**config.mk**
```make
export PLATFORM = sky130hd
export DESIGN_NAME = fsync_ctrl
export DESIGN_NICKNAME = d
export VERILOG_FILES = /design/src/fsync_pkg.sv /design/src/fsync_ctrl.sv
export SDC_FILE = /design/constraint.sdc
export NUM_CORES = 1
export LEC_CHECK = 0
export BUFFER_PORTS_ARGS = -buffer_cell sky130_fd_sc_hd__buf_4
export CAP_MARGIN = 10
export CORE_MARGIN = 4
export CORE_UTILIZATION = 40
export DETAILED_ROUTE_END_ITERATION = 8
export PLACE_DENSITY = 0.66
export SETUP_SLACK_MARGIN = 0.15
export SYNTH_ARGS = -nofsm -noshare
export SYNTH_HDL_FRONTEND = slang
export SYNTH_SLANG_ARGS = --single-unit
```
**constraint.sdc**
```tcl
create_clock -name MCLK_IN -period 4.3 [get_ports MCLK_IN]
set_clock_uncertainty 0.2 [all_clocks]
set_input_delay 0.86 -clock MCLK_IN [delete_from_list [all_inputs] [get_ports MCLK_IN]]
set_output_delay 0.86 -clock MCLK_IN [all_outputs]
set_load 0.05 [all_outputs]
```
**src/fsync_pkg.sv**
```systemverilog
// Shared constants for the frame synchronizer control block
package fsync_pkg;
    // Data path sizes
    localparam int DATA_W = 10;
    localparam int FIFO_DEPTH = 32;
    localparam int SEL_W = 4;
    localparam int H_W = 11;
    localparam int V_W = 10;
    // Function selector positions
    localparam logic [3:0] SEL_LOCK = 4'h0;
    localparam logic [3:0] SEL_HPH = 4'h2;
    localparam logic [3:0] SEL_VPH = 4'h3;
    localparam logic [3:0] SEL_FRZ_AUTO = 4'h4;
    localparam logic [3:0] SEL_FRZ_MAN = 4'h5;
    localparam logic [3:0] SEL_FRZ_MODE = 4'h6;
    localparam logic [3:0] SEL_FRZ_FIELD = 4'h7;
    localparam logic [3:0] SEL_FRZ_SIG = 4'h8;
    // Phase limits, one frame of delay at most
    localparam logic [10:0] CLKS_PER_LINE = 11'h6b4;
    localparam logic [9:0] LINES_PER_FRAME = 10'h20d;
    // Black level words for luma and chroma samples
    localparam logic [9:0] BLACK_Y = 10'h040;
    localparam logic [9:0] BLACK_C = 10'h200;
    // Reset values of the settings
    localparam logic LOCK_VIDEO_RST = 1'h0;
    localparam logic AUTO_FRZ_RST = 1'h0;
    localparam logic MAN_FRZ_RST = 1'h0;
    localparam logic FIELD_MODE_RST = 1'h0;
    localparam logic FIELD2_RST = 1'h0;
    localparam logic BLACK_SIG_RST = 1'h0;
    localparam logic [10:0] H_PHASE_RST = 11'h000;
    localparam logic [9:0] V_PHASE_RST = 10'h000;
endpackage
```
**src/fsync_ctrl.sv**
```systemverilog
// Frame synchronizer control: settings, indicators, freeze and output path
//
// Summary of operation
// RULE1: Error light on while reference is absent.
// RULE2: Freeze light on while output from memory.
// RULE3: Standard mismatch reported to host, lights untouched.
// RULE4: Freeze inactive after reset by default.
// RULE5: Host toggles apply settings; up first option.
// RULE6: Lock source video forces plain delay mode; the block only drives LOCK_VIDEO_OUT, freeze and phase settings stay active.
// RULE7: Horizontal phase steps one clock per toggle.
// RULE8: Vertical phase steps one line per toggle.
// RULE9: Auto freeze holds last field on loss.
// RULE10: Manual freeze follows mode and field settings.
// RULE11: Freeze mode picks frame or field.
// RULE12: Field freeze repeats field one or two.
// RULE13: Frozen output is last field or black.
// RULE14: Phase offsets never exceed one frame.
`timescale 1ns/1ps

// ****************************************************
// Elastic buffer in the video path
// ****************************************************
module fsync_fifo #(
    parameter int WIDTH = 10,
    parameter int DEPTH = 32
) (
    // Clock and reset
    input wire logic clk_in,
    input wire logic rst_in,
    // Fill side
    input wire logic [WIDTH-1:0] wr_data_in,
    input wire logic wr_valid_in,
    output logic wr_ready_out,
    // Drain side
    output logic [WIDTH-1:0] rd_data_out,
    output logic rd_valid_out,
    input wire logic rd_ready_in
);
    localparam int AW = $clog2(DEPTH);
    // Pointers carry one extra wrap bit
    typedef struct packed {
        logic [AW:0] wp;
        logic [AW:0] rp;
    } fifo_st_t;
    fifo_st_t st_q, st_d;
    logic [WIDTH-1:0] mem [DEPTH];
    logic full, empty, push, pop;

    // Flags from pointer compare
    always_comb begin
        empty = st_q.wp == st_q.rp;
        full = (st_q.wp[AW] != st_q.rp[AW]) && (st_q.wp[AW-1:0] == st_q.rp[AW-1:0]);
        push = wr_valid_in && !full;
        pop = rd_ready_in && !empty;
        wr_ready_out = !full;
        rd_valid_out = !empty;
        rd_data_out = mem[st_q.rp[AW-1:0]];
        st_d = st_q;
        if (push) begin
            st_d.wp = st_q.wp + 1'b1;
        end
        if (pop) begin
            st_d.rp = st_q.rp + 1'b1;
        end
    end

    // Pointer state
    always_ff @(posedge clk_in or posedge rst_in) begin
        if (rst_in) begin
            st_q <= '0;
        end else begin
            st_q <= st_d;
        end
    end

    // Storage, no reset needed
    always_ff @(posedge clk_in) begin
        if (push) begin
            mem[st_q.wp[AW-1:0]] <= wr_data_in;
        end
    end
endmodule

// ****************************************************
// Top: control of the synchronizer
// ****************************************************
module fsync_ctrl
    import fsync_pkg::*;
(
    // Clock and reset
    input wire logic MCLK_IN,
    input wire logic RST_IN,
    // Switch and status pins
    input wire logic [SEL_W-1:0] FUNC_SEL_IN,
    input wire logic TOGGLE_UP_IN,
    input wire logic TOGGLE_DOWN_IN,
    input wire logic REF_PRESENT_IN,
    input wire logic VIDEO_LOST_IN,
    input wire logic MISMATCH_IN,
    // Video input from host
    input wire logic [DATA_W-1:0] VID_DATA_IN,
    input wire logic VID_VALID_IN,
    output logic VID_READY_OUT,
    // Frame memory read data
    input wire logic [DATA_W-1:0] MEM_DATA_IN,
    // Video output
    output logic [DATA_W-1:0] VID_DATA_OUT,
    output logic VID_VALID_OUT,
    input wire logic VID_READY_IN,
    // Indicators and host report
    output logic ERROR_LED_OUT,
    output logic FREEZE_LED_OUT,
    output logic MISMATCH_OUT,
    // Settings toward the memory controller
    output logic LOCK_VIDEO_OUT,
    output logic MEM_READ_OUT,
    output logic FIELD_ONLY_OUT,
    output logic FIELD2_OUT,
    output logic [H_W-1:0] H_PHASE_OUT,
    output logic [V_W-1:0] V_PHASE_OUT
);
    // All state of the block except the input buffer
    typedef struct packed {
        logic [SEL_W-1:0] sel_s1;
        logic [SEL_W-1:0] sel_s2;
        logic up_s1, up_s2, up_s3;
        logic dn_s1, dn_s2, dn_s3;
        logic ref_s1, ref_s2;
        logic lost_s1, lost_s2;
        logic mm_s1, mm_s2;
        logic lock_video, auto_frz, man_frz, field_mode, field2, black_sig;
        logic [H_W-1:0] h_ph;
        logic [V_W-1:0] v_ph;
        logic err, frz, mism;
        logic [DATA_W-1:0] vo_data;
        logic vo_valid;
        logic chroma;
    } ctrl_st_t;

    ctrl_st_t st_q, st_d;
    logic [DATA_W-1:0] ff_data; // Buffered word
    logic ff_valid; // Buffer holds a word
    logic ff_pop; // Output stage takes a word
    logic up_ev, dn_ev; // Toggle edges
    logic frz_now; // Freeze condition

    // Input buffer instance
    fsync_fifo #(.WIDTH(DATA_W), .DEPTH(FIFO_DEPTH)) u_fifo (
        .clk_in(MCLK_IN),
        .rst_in(RST_IN),
        .wr_data_in(VID_DATA_IN),
        .wr_valid_in(VID_VALID_IN),
        .wr_ready_out(VID_READY_OUT),
        .rd_data_out(ff_data),
        .rd_valid_out(ff_valid),
        .rd_ready_in(ff_pop)
    );

    // Next state
    always_comb begin
        st_d = st_q;
        // Pin synchronisers
        st_d.sel_s1 = FUNC_SEL_IN;
        st_d.sel_s2 = st_q.sel_s1;
        st_d.up_s1 = TOGGLE_UP_IN;
        st_d.up_s2 = st_q.up_s1;
        st_d.up_s3 = st_q.up_s2;
        st_d.dn_s1 = TOGGLE_DOWN_IN;
        st_d.dn_s2 = st_q.dn_s1;
        st_d.dn_s3 = st_q.dn_s2;
        st_d.ref_s1 = REF_PRESENT_IN;
        st_d.ref_s2 = st_q.ref_s1;
        st_d.lost_s1 = VIDEO_LOST_IN;
        st_d.lost_s2 = st_q.lost_s1;
        st_d.mm_s1 = MISMATCH_IN;
        st_d.mm_s2 = st_q.mm_s1;
        // RULE5: act on toggle edges only
        up_ev = st_q.up_s2 && !st_q.up_s3;
        dn_ev = st_q.dn_s2 && !st_q.dn_s3 && !up_ev;
        if (up_ev || dn_ev) begin
            case (st_q.sel_s2)
                // RULE6: up video, down reference
                SEL_LOCK: begin
                    st_d.lock_video = up_ev;
                end
                // RULE7: clock steps, RULE14 bounded
                SEL_HPH: begin
                    if (up_ev && st_q.h_ph < CLKS_PER_LINE - 11'h001) begin
                        st_d.h_ph = st_q.h_ph + 11'h001;
                    end else if (dn_ev && st_q.h_ph != 11'h000) begin
                        st_d.h_ph = st_q.h_ph - 11'h001;
                    end
                end
                // RULE8: line steps, RULE14 bounded
                SEL_VPH: begin
                    if (up_ev && st_q.v_ph < LINES_PER_FRAME - 10'h001) begin
                        st_d.v_ph = st_q.v_ph + 10'h001;
                    end else if (dn_ev && st_q.v_ph != 10'h000) begin
                        st_d.v_ph = st_q.v_ph - 10'h001;
                    end
                end
                // RULE9: up manual, down auto
                SEL_FRZ_AUTO: begin
                    st_d.auto_frz = dn_ev;
                end
                // RULE10: up off, down on
                SEL_FRZ_MAN: begin
                    st_d.man_frz = dn_ev;
                end
                // RULE11: up frame, down field
                SEL_FRZ_MODE: begin
                    st_d.field_mode = dn_ev;
                end
                // RULE12: up field 1, down field 2
                SEL_FRZ_FIELD: begin
                    st_d.field2 = dn_ev;
                end
                // RULE13: up last field, down black
                SEL_FRZ_SIG: begin
                    st_d.black_sig = dn_ev;
                end
                // Unused positions
                default: begin
                    st_d.lock_video = st_q.lock_video;
                end
            endcase
        end
        // RULE9: auto freeze on loss, RULE10 manual
        frz_now = st_q.man_frz || (st_q.auto_frz && st_q.lost_s2);
        // RULE2: freeze light tracks memory output
        st_d.frz = frz_now;
        // RULE1: error light on reference absence
        st_d.err = !st_q.ref_s2;
        // RULE3: mismatch goes only to host
        st_d.mism = st_q.mm_s2;
        // Output stage loads when empty or taken
        ff_pop = ff_valid && (!st_q.vo_valid || VID_READY_IN);
        if (ff_pop) begin
            st_d.vo_valid = 1'b1;
            st_d.chroma = !st_q.chroma;
            if (!st_q.frz) begin
                st_d.vo_data = ff_data;
            end else if (st_q.black_sig) begin
                // RULE13: black replaces frozen picture
                st_d.vo_data = st_q.chroma ? BLACK_C : BLACK_Y;
            end else begin
                st_d.vo_data = MEM_DATA_IN;
            end
        end else if (VID_READY_IN) begin
            st_d.vo_valid = 1'b0;
        end
    end

    // State register
    always_ff @(posedge MCLK_IN or posedge RST_IN) begin
        if (RST_IN) begin
            st_q <= '0;
            // RULE4: freeze settings start inactive
            st_q.lock_video <= LOCK_VIDEO_RST;
            st_q.auto_frz <= AUTO_FRZ_RST;
            st_q.man_frz <= MAN_FRZ_RST;
            st_q.field_mode <= FIELD_MODE_RST;
            st_q.field2 <= FIELD2_RST;
            st_q.black_sig <= BLACK_SIG_RST;
            st_q.h_ph <= H_PHASE_RST;
            st_q.v_ph <= V_PHASE_RST;
        end else begin
            st_q <= st_d;
        end
    end

    // Outputs straight from state
    assign VID_DATA_OUT = st_q.vo_data;
    assign VID_VALID_OUT = st_q.vo_valid;
    assign ERROR_LED_OUT = st_q.err;
    assign FREEZE_LED_OUT = st_q.frz;
    assign MEM_READ_OUT = st_q.frz;
    assign MISMATCH_OUT = st_q.mism;
    assign LOCK_VIDEO_OUT = st_q.lock_video;
    assign FIELD_ONLY_OUT = st_q.field_mode;
    assign FIELD2_OUT = st_q.field2;
    assign H_PHASE_OUT = st_q.h_ph;
    assign V_PHASE_OUT = st_q.v_ph;
endmodule

```
==> impl_results.md <==
- Max-slew violation count: 0
- Cts hold-fix bufs: 0
- Status: finished clean
- Hold Crit Depth: 0
- CP Buf/Inv Count: 0
- Root buf cell: clkbuf_16
- Placeable Area: 39900 um2
- VDD IR max: 454 uV
- Vias per inst: 5.39
- Total iterations of the first detailed-routing run: 7
- Synth unique cells: 58
- First-iteration detailed-routing DRC count: 826
- R2R setup slack: 0.50 ns
- Residual DRC: 0
- Routed Wire Length: 34500 um
- Global-route wire length before repair: 52600 um
- Hold wc startpoint: st_d[44]$_DFF_PP0_
- Max FO, Critical Path: 12
- Hpwl dp: 21400 um
- Mapped Area: 16200 um2
- Routed WL per cell: 22.2 um
- Final core utilization: 46.7%
- Rel. slew slack: 24.1%
- Yosys top cell by area: edfxtp_1
- Setup violators final: 0
- CP peak stage delay: 0.92 ns
- Vias: 8347
- Die ar.: 43900 um2
- Design area: 18700 um2
- Critical path, cell by cell: a211o_1 -> nand3_1 -> a31oi_1 -> ha_1 -> a21oi_1 -> o211ai_1 -> o41ai_1 -> o21ai_0 -> xor2_1 -> mux2_2
- CTS resizes: 0
- Fin crit period: 3.80 ns
- Power Density: 685 nW/um2
- Postcts setup bufs: 0
- Initial Util: 40.7%
- Fin. Hold Viols: 0
- DRT met1 WL: 15200 um
- Post-synth EDFFs: 320
- Critical Path Sink Type: flop
- CP max stage cell: a31oi_1
- Antenna violation net count after detailed routing: 0
- Clk slew on worst S/H paths: 0.07 ns
- Maxcap violations: 0
- Largest net degree at the start of global routing: 84
- Leakage power: 6.47 nW
- Tightest Pin Transition: 1.13 ns
- RSZ-0062 raised after global routing: false
- Maximum clock frequency: 263 MHz
- H-tree levels: 2
- Num CTS Buffers: 39
- Synth top area share: 59.2%
- Die Ht: 210 um
- Synthesized flop and latch total: 394
- Count leader, synth: edfxtp_1
- Global route total overflow: 0
- Top delay family on crit path: compound AO/OA/AOI/OAI gates
- Worst EP arrival: 4.02 ns
- Syn Nets: 969
- Worst-Skew Late Latency: 0.53 ns
- Mapped Cells: 912
- Setup_tns: 0 ns
- Clock buffer depth: 3
- CP Launch Type: flop
- CTS tree: done
- Primary FF master, synth: edfxtp_1
- Gpl congestion: 0.772
- Nets: 1051
- Async SR Flop Fraction: 18.8%
- CTS Sinks: 394
- Worst hold path class: flop to flop
- Area delta synth->final: 14.9%
- Number of antenna violations at the first check in global routing: 1
- Metal2 WL: 16100 um
- Worst hold margin: 0.147 ns
- Synth Warn #: 0
- Register area share after synthesis: 70.6%
- Synth top cells by count: edfxtp_1 (320), mux4_2 (80), dfrtp_1 (74)
- Vias in the first global route: 8525
- R2R Path End: H_PHASE_OUT[9]$_DFFE_PP0P_
- GRT Total Usage: 15.7%
- Port bufs: 72
- Met3 wire length: 2680 um
- Largest cells by area after synthesis: edfxtp_1 (59%), dfrtp_1 (11%), mux4_2 (11%), ha_1 (1.7%), buf_4 (1.5%)
- I/O pin cnt: 73
- Layout fillers: 3329
- Top sig layer: met5
- Final period utilization: 88.3%
- Worst reg-to-reg path cell count: 10
- Placed Area: 17400 um2
- WS Path Type: flop to flop
- Layout cells sized above 1: 27.4%
- Die span in x: 210 um
- Std cell rows: 73
- N_diodes: 0
- Beginning of the worst register-to-register path: H_PHASE_OUT[0]$_DFFE_PP0P_
- Req. time, crit path: 4.52 ns
- Post-synthesis average cell area: 17.8 um2
- Worst Hold End: st_q[44]$_DFF_PP0_
area by class of cell:
type / count / area (um2) / area share, %
flip-flops and latches: 394 / 11500 / 61.5
multi-input cells: 433 / 4330 / 23.2
clock buffers: 55 / 1130 / 6.05
repair buffers: 113 / 861 / 4.61
well taps: 525 / 657 / 3.52
clock inverters: 16 / 168 / 0.899
inverters: 13 / 50.0 / 0.268
state kept, by name, summed over array words and instances, names as in the netlist:
name,count
ERROR_LED_OUT,1
FIELD2_OUT,1
FIELD_ONLY_OUT,1
FREEZE_LED_OUT,1
H_PHASE_OUT,11
LOCK_VIDEO_OUT,1
MISMATCH_OUT,1
VID_DATA_OUT,10
VID_VALID_OUT,1
V_PHASE_OUT,10
st_d,12
st_q,12
u_fifo.mem,320
u_fifo.st_q,12
worst reg2reg max path, stage by stage, from the launching register on:
cell	delay, ns
dfrtp_1	0.47
a211o_1	0.17
nand3_1	0.09
a31oi_1	0.92
ha_1	0.40
a21oi_1	0.23
o211ai_1	0.17
o41ai_1	0.43
o21ai_0	0.20
xor2_1	0.16
mux2_2	0.26
power breakdown:
group          switching [mW]  leakage, nW  internal [mW]  total (mW)
clock                    1.40        0.632           2.02        3.42
sequential              0.375         3.77           4.56        4.94
combinational            2.60         2.07           1.83        4.43
total                    4.37         6.47           8.41        12.8
how the worst max path moves through the flow:
stage / endpoint / from / cells past startpoint / slack [ns]
after floorplan: H_PHASE_OUT[9]$_DFFE_PP0P_ / H_PHASE_OUT[0]$_DFFE_PP0P_ / 10 / 1.09
after global placement: H_PHASE_OUT[9]$_DFFE_PP0P_ / H_PHASE_OUT[0]$_DFFE_PP0P_ / 10 / 0.61
after detailed placement: H_PHASE_OUT[9]$_DFFE_PP0P_ / H_PHASE_OUT[0]$_DFFE_PP0P_ / 10 / 0.53
after CTS: H_PHASE_OUT[9]$_DFFE_PP0P_ / H_PHASE_OUT[0]$_DFFE_PP0P_ / 10 / 0.50
after global routing: H_PHASE_OUT[9]$_DFFE_PP0P_ / H_PHASE_OUT[0]$_DFFE_PP0P_ / 10 / 0.24
final: H_PHASE_OUT[9]$_DFFE_PP0P_ / H_PHASE_OUT[0]$_DFFE_PP0P_ / 10 / 0.50
layer usage:
metal  global-route usage [%]  vias up
met1                     22.8     4277
met4                     2.93        2
met5                        0        -
li1                         -     3750
met2                     24.4      280
met3                     3.84       38
cell families after synthesis:
logic type / synth area share, %
flops: 70.6
simple gates: 4.34
mux: 13.6
compound gates: 4.78
buf+inv: 2.90
xor+xnor: 1.89
fa+ha+maj: 1.94
layout by cell type (no fill, tap or decap), types with 4 or more instances in the layout:
master	count
nand2_1	29
or2_2	4
clkbuf_1	9
clkbuf_8	5
ha_1	22
clkbuf_16	41
a31oi_1	7
or3_1	4
nor3_1	5
mux4_2	80
mux2_4	5
mux2_2	9
a32o_1	8
nand2b_1	12
clkinv_2	6
mux2i_1	23
xnor2_1	27
edfxtp_1	320
nand3_1	12
nor2b_1	7
a21o_1	5
a21oi_1	24
buf_4	112
nor2_1	47
xor2_1	8
a221oi_1	20
o21ai_0	31
inv_1	12
dfrtp_1	72
through the flow:
stage	setup slack, ns	instances	power [mW]
3_5_place_dp	0.533	1478	9.48
3_3_place_gp	0.605	1478	9.41
6_report	0.502	1549	12.8
2_1_floorplan	1.09	912	8.34
5_1_grt	0.235	1549	13.5
4_1_cts	0.497	1549	12.9
Note: power is estimated with default switching activity, not from simulation.
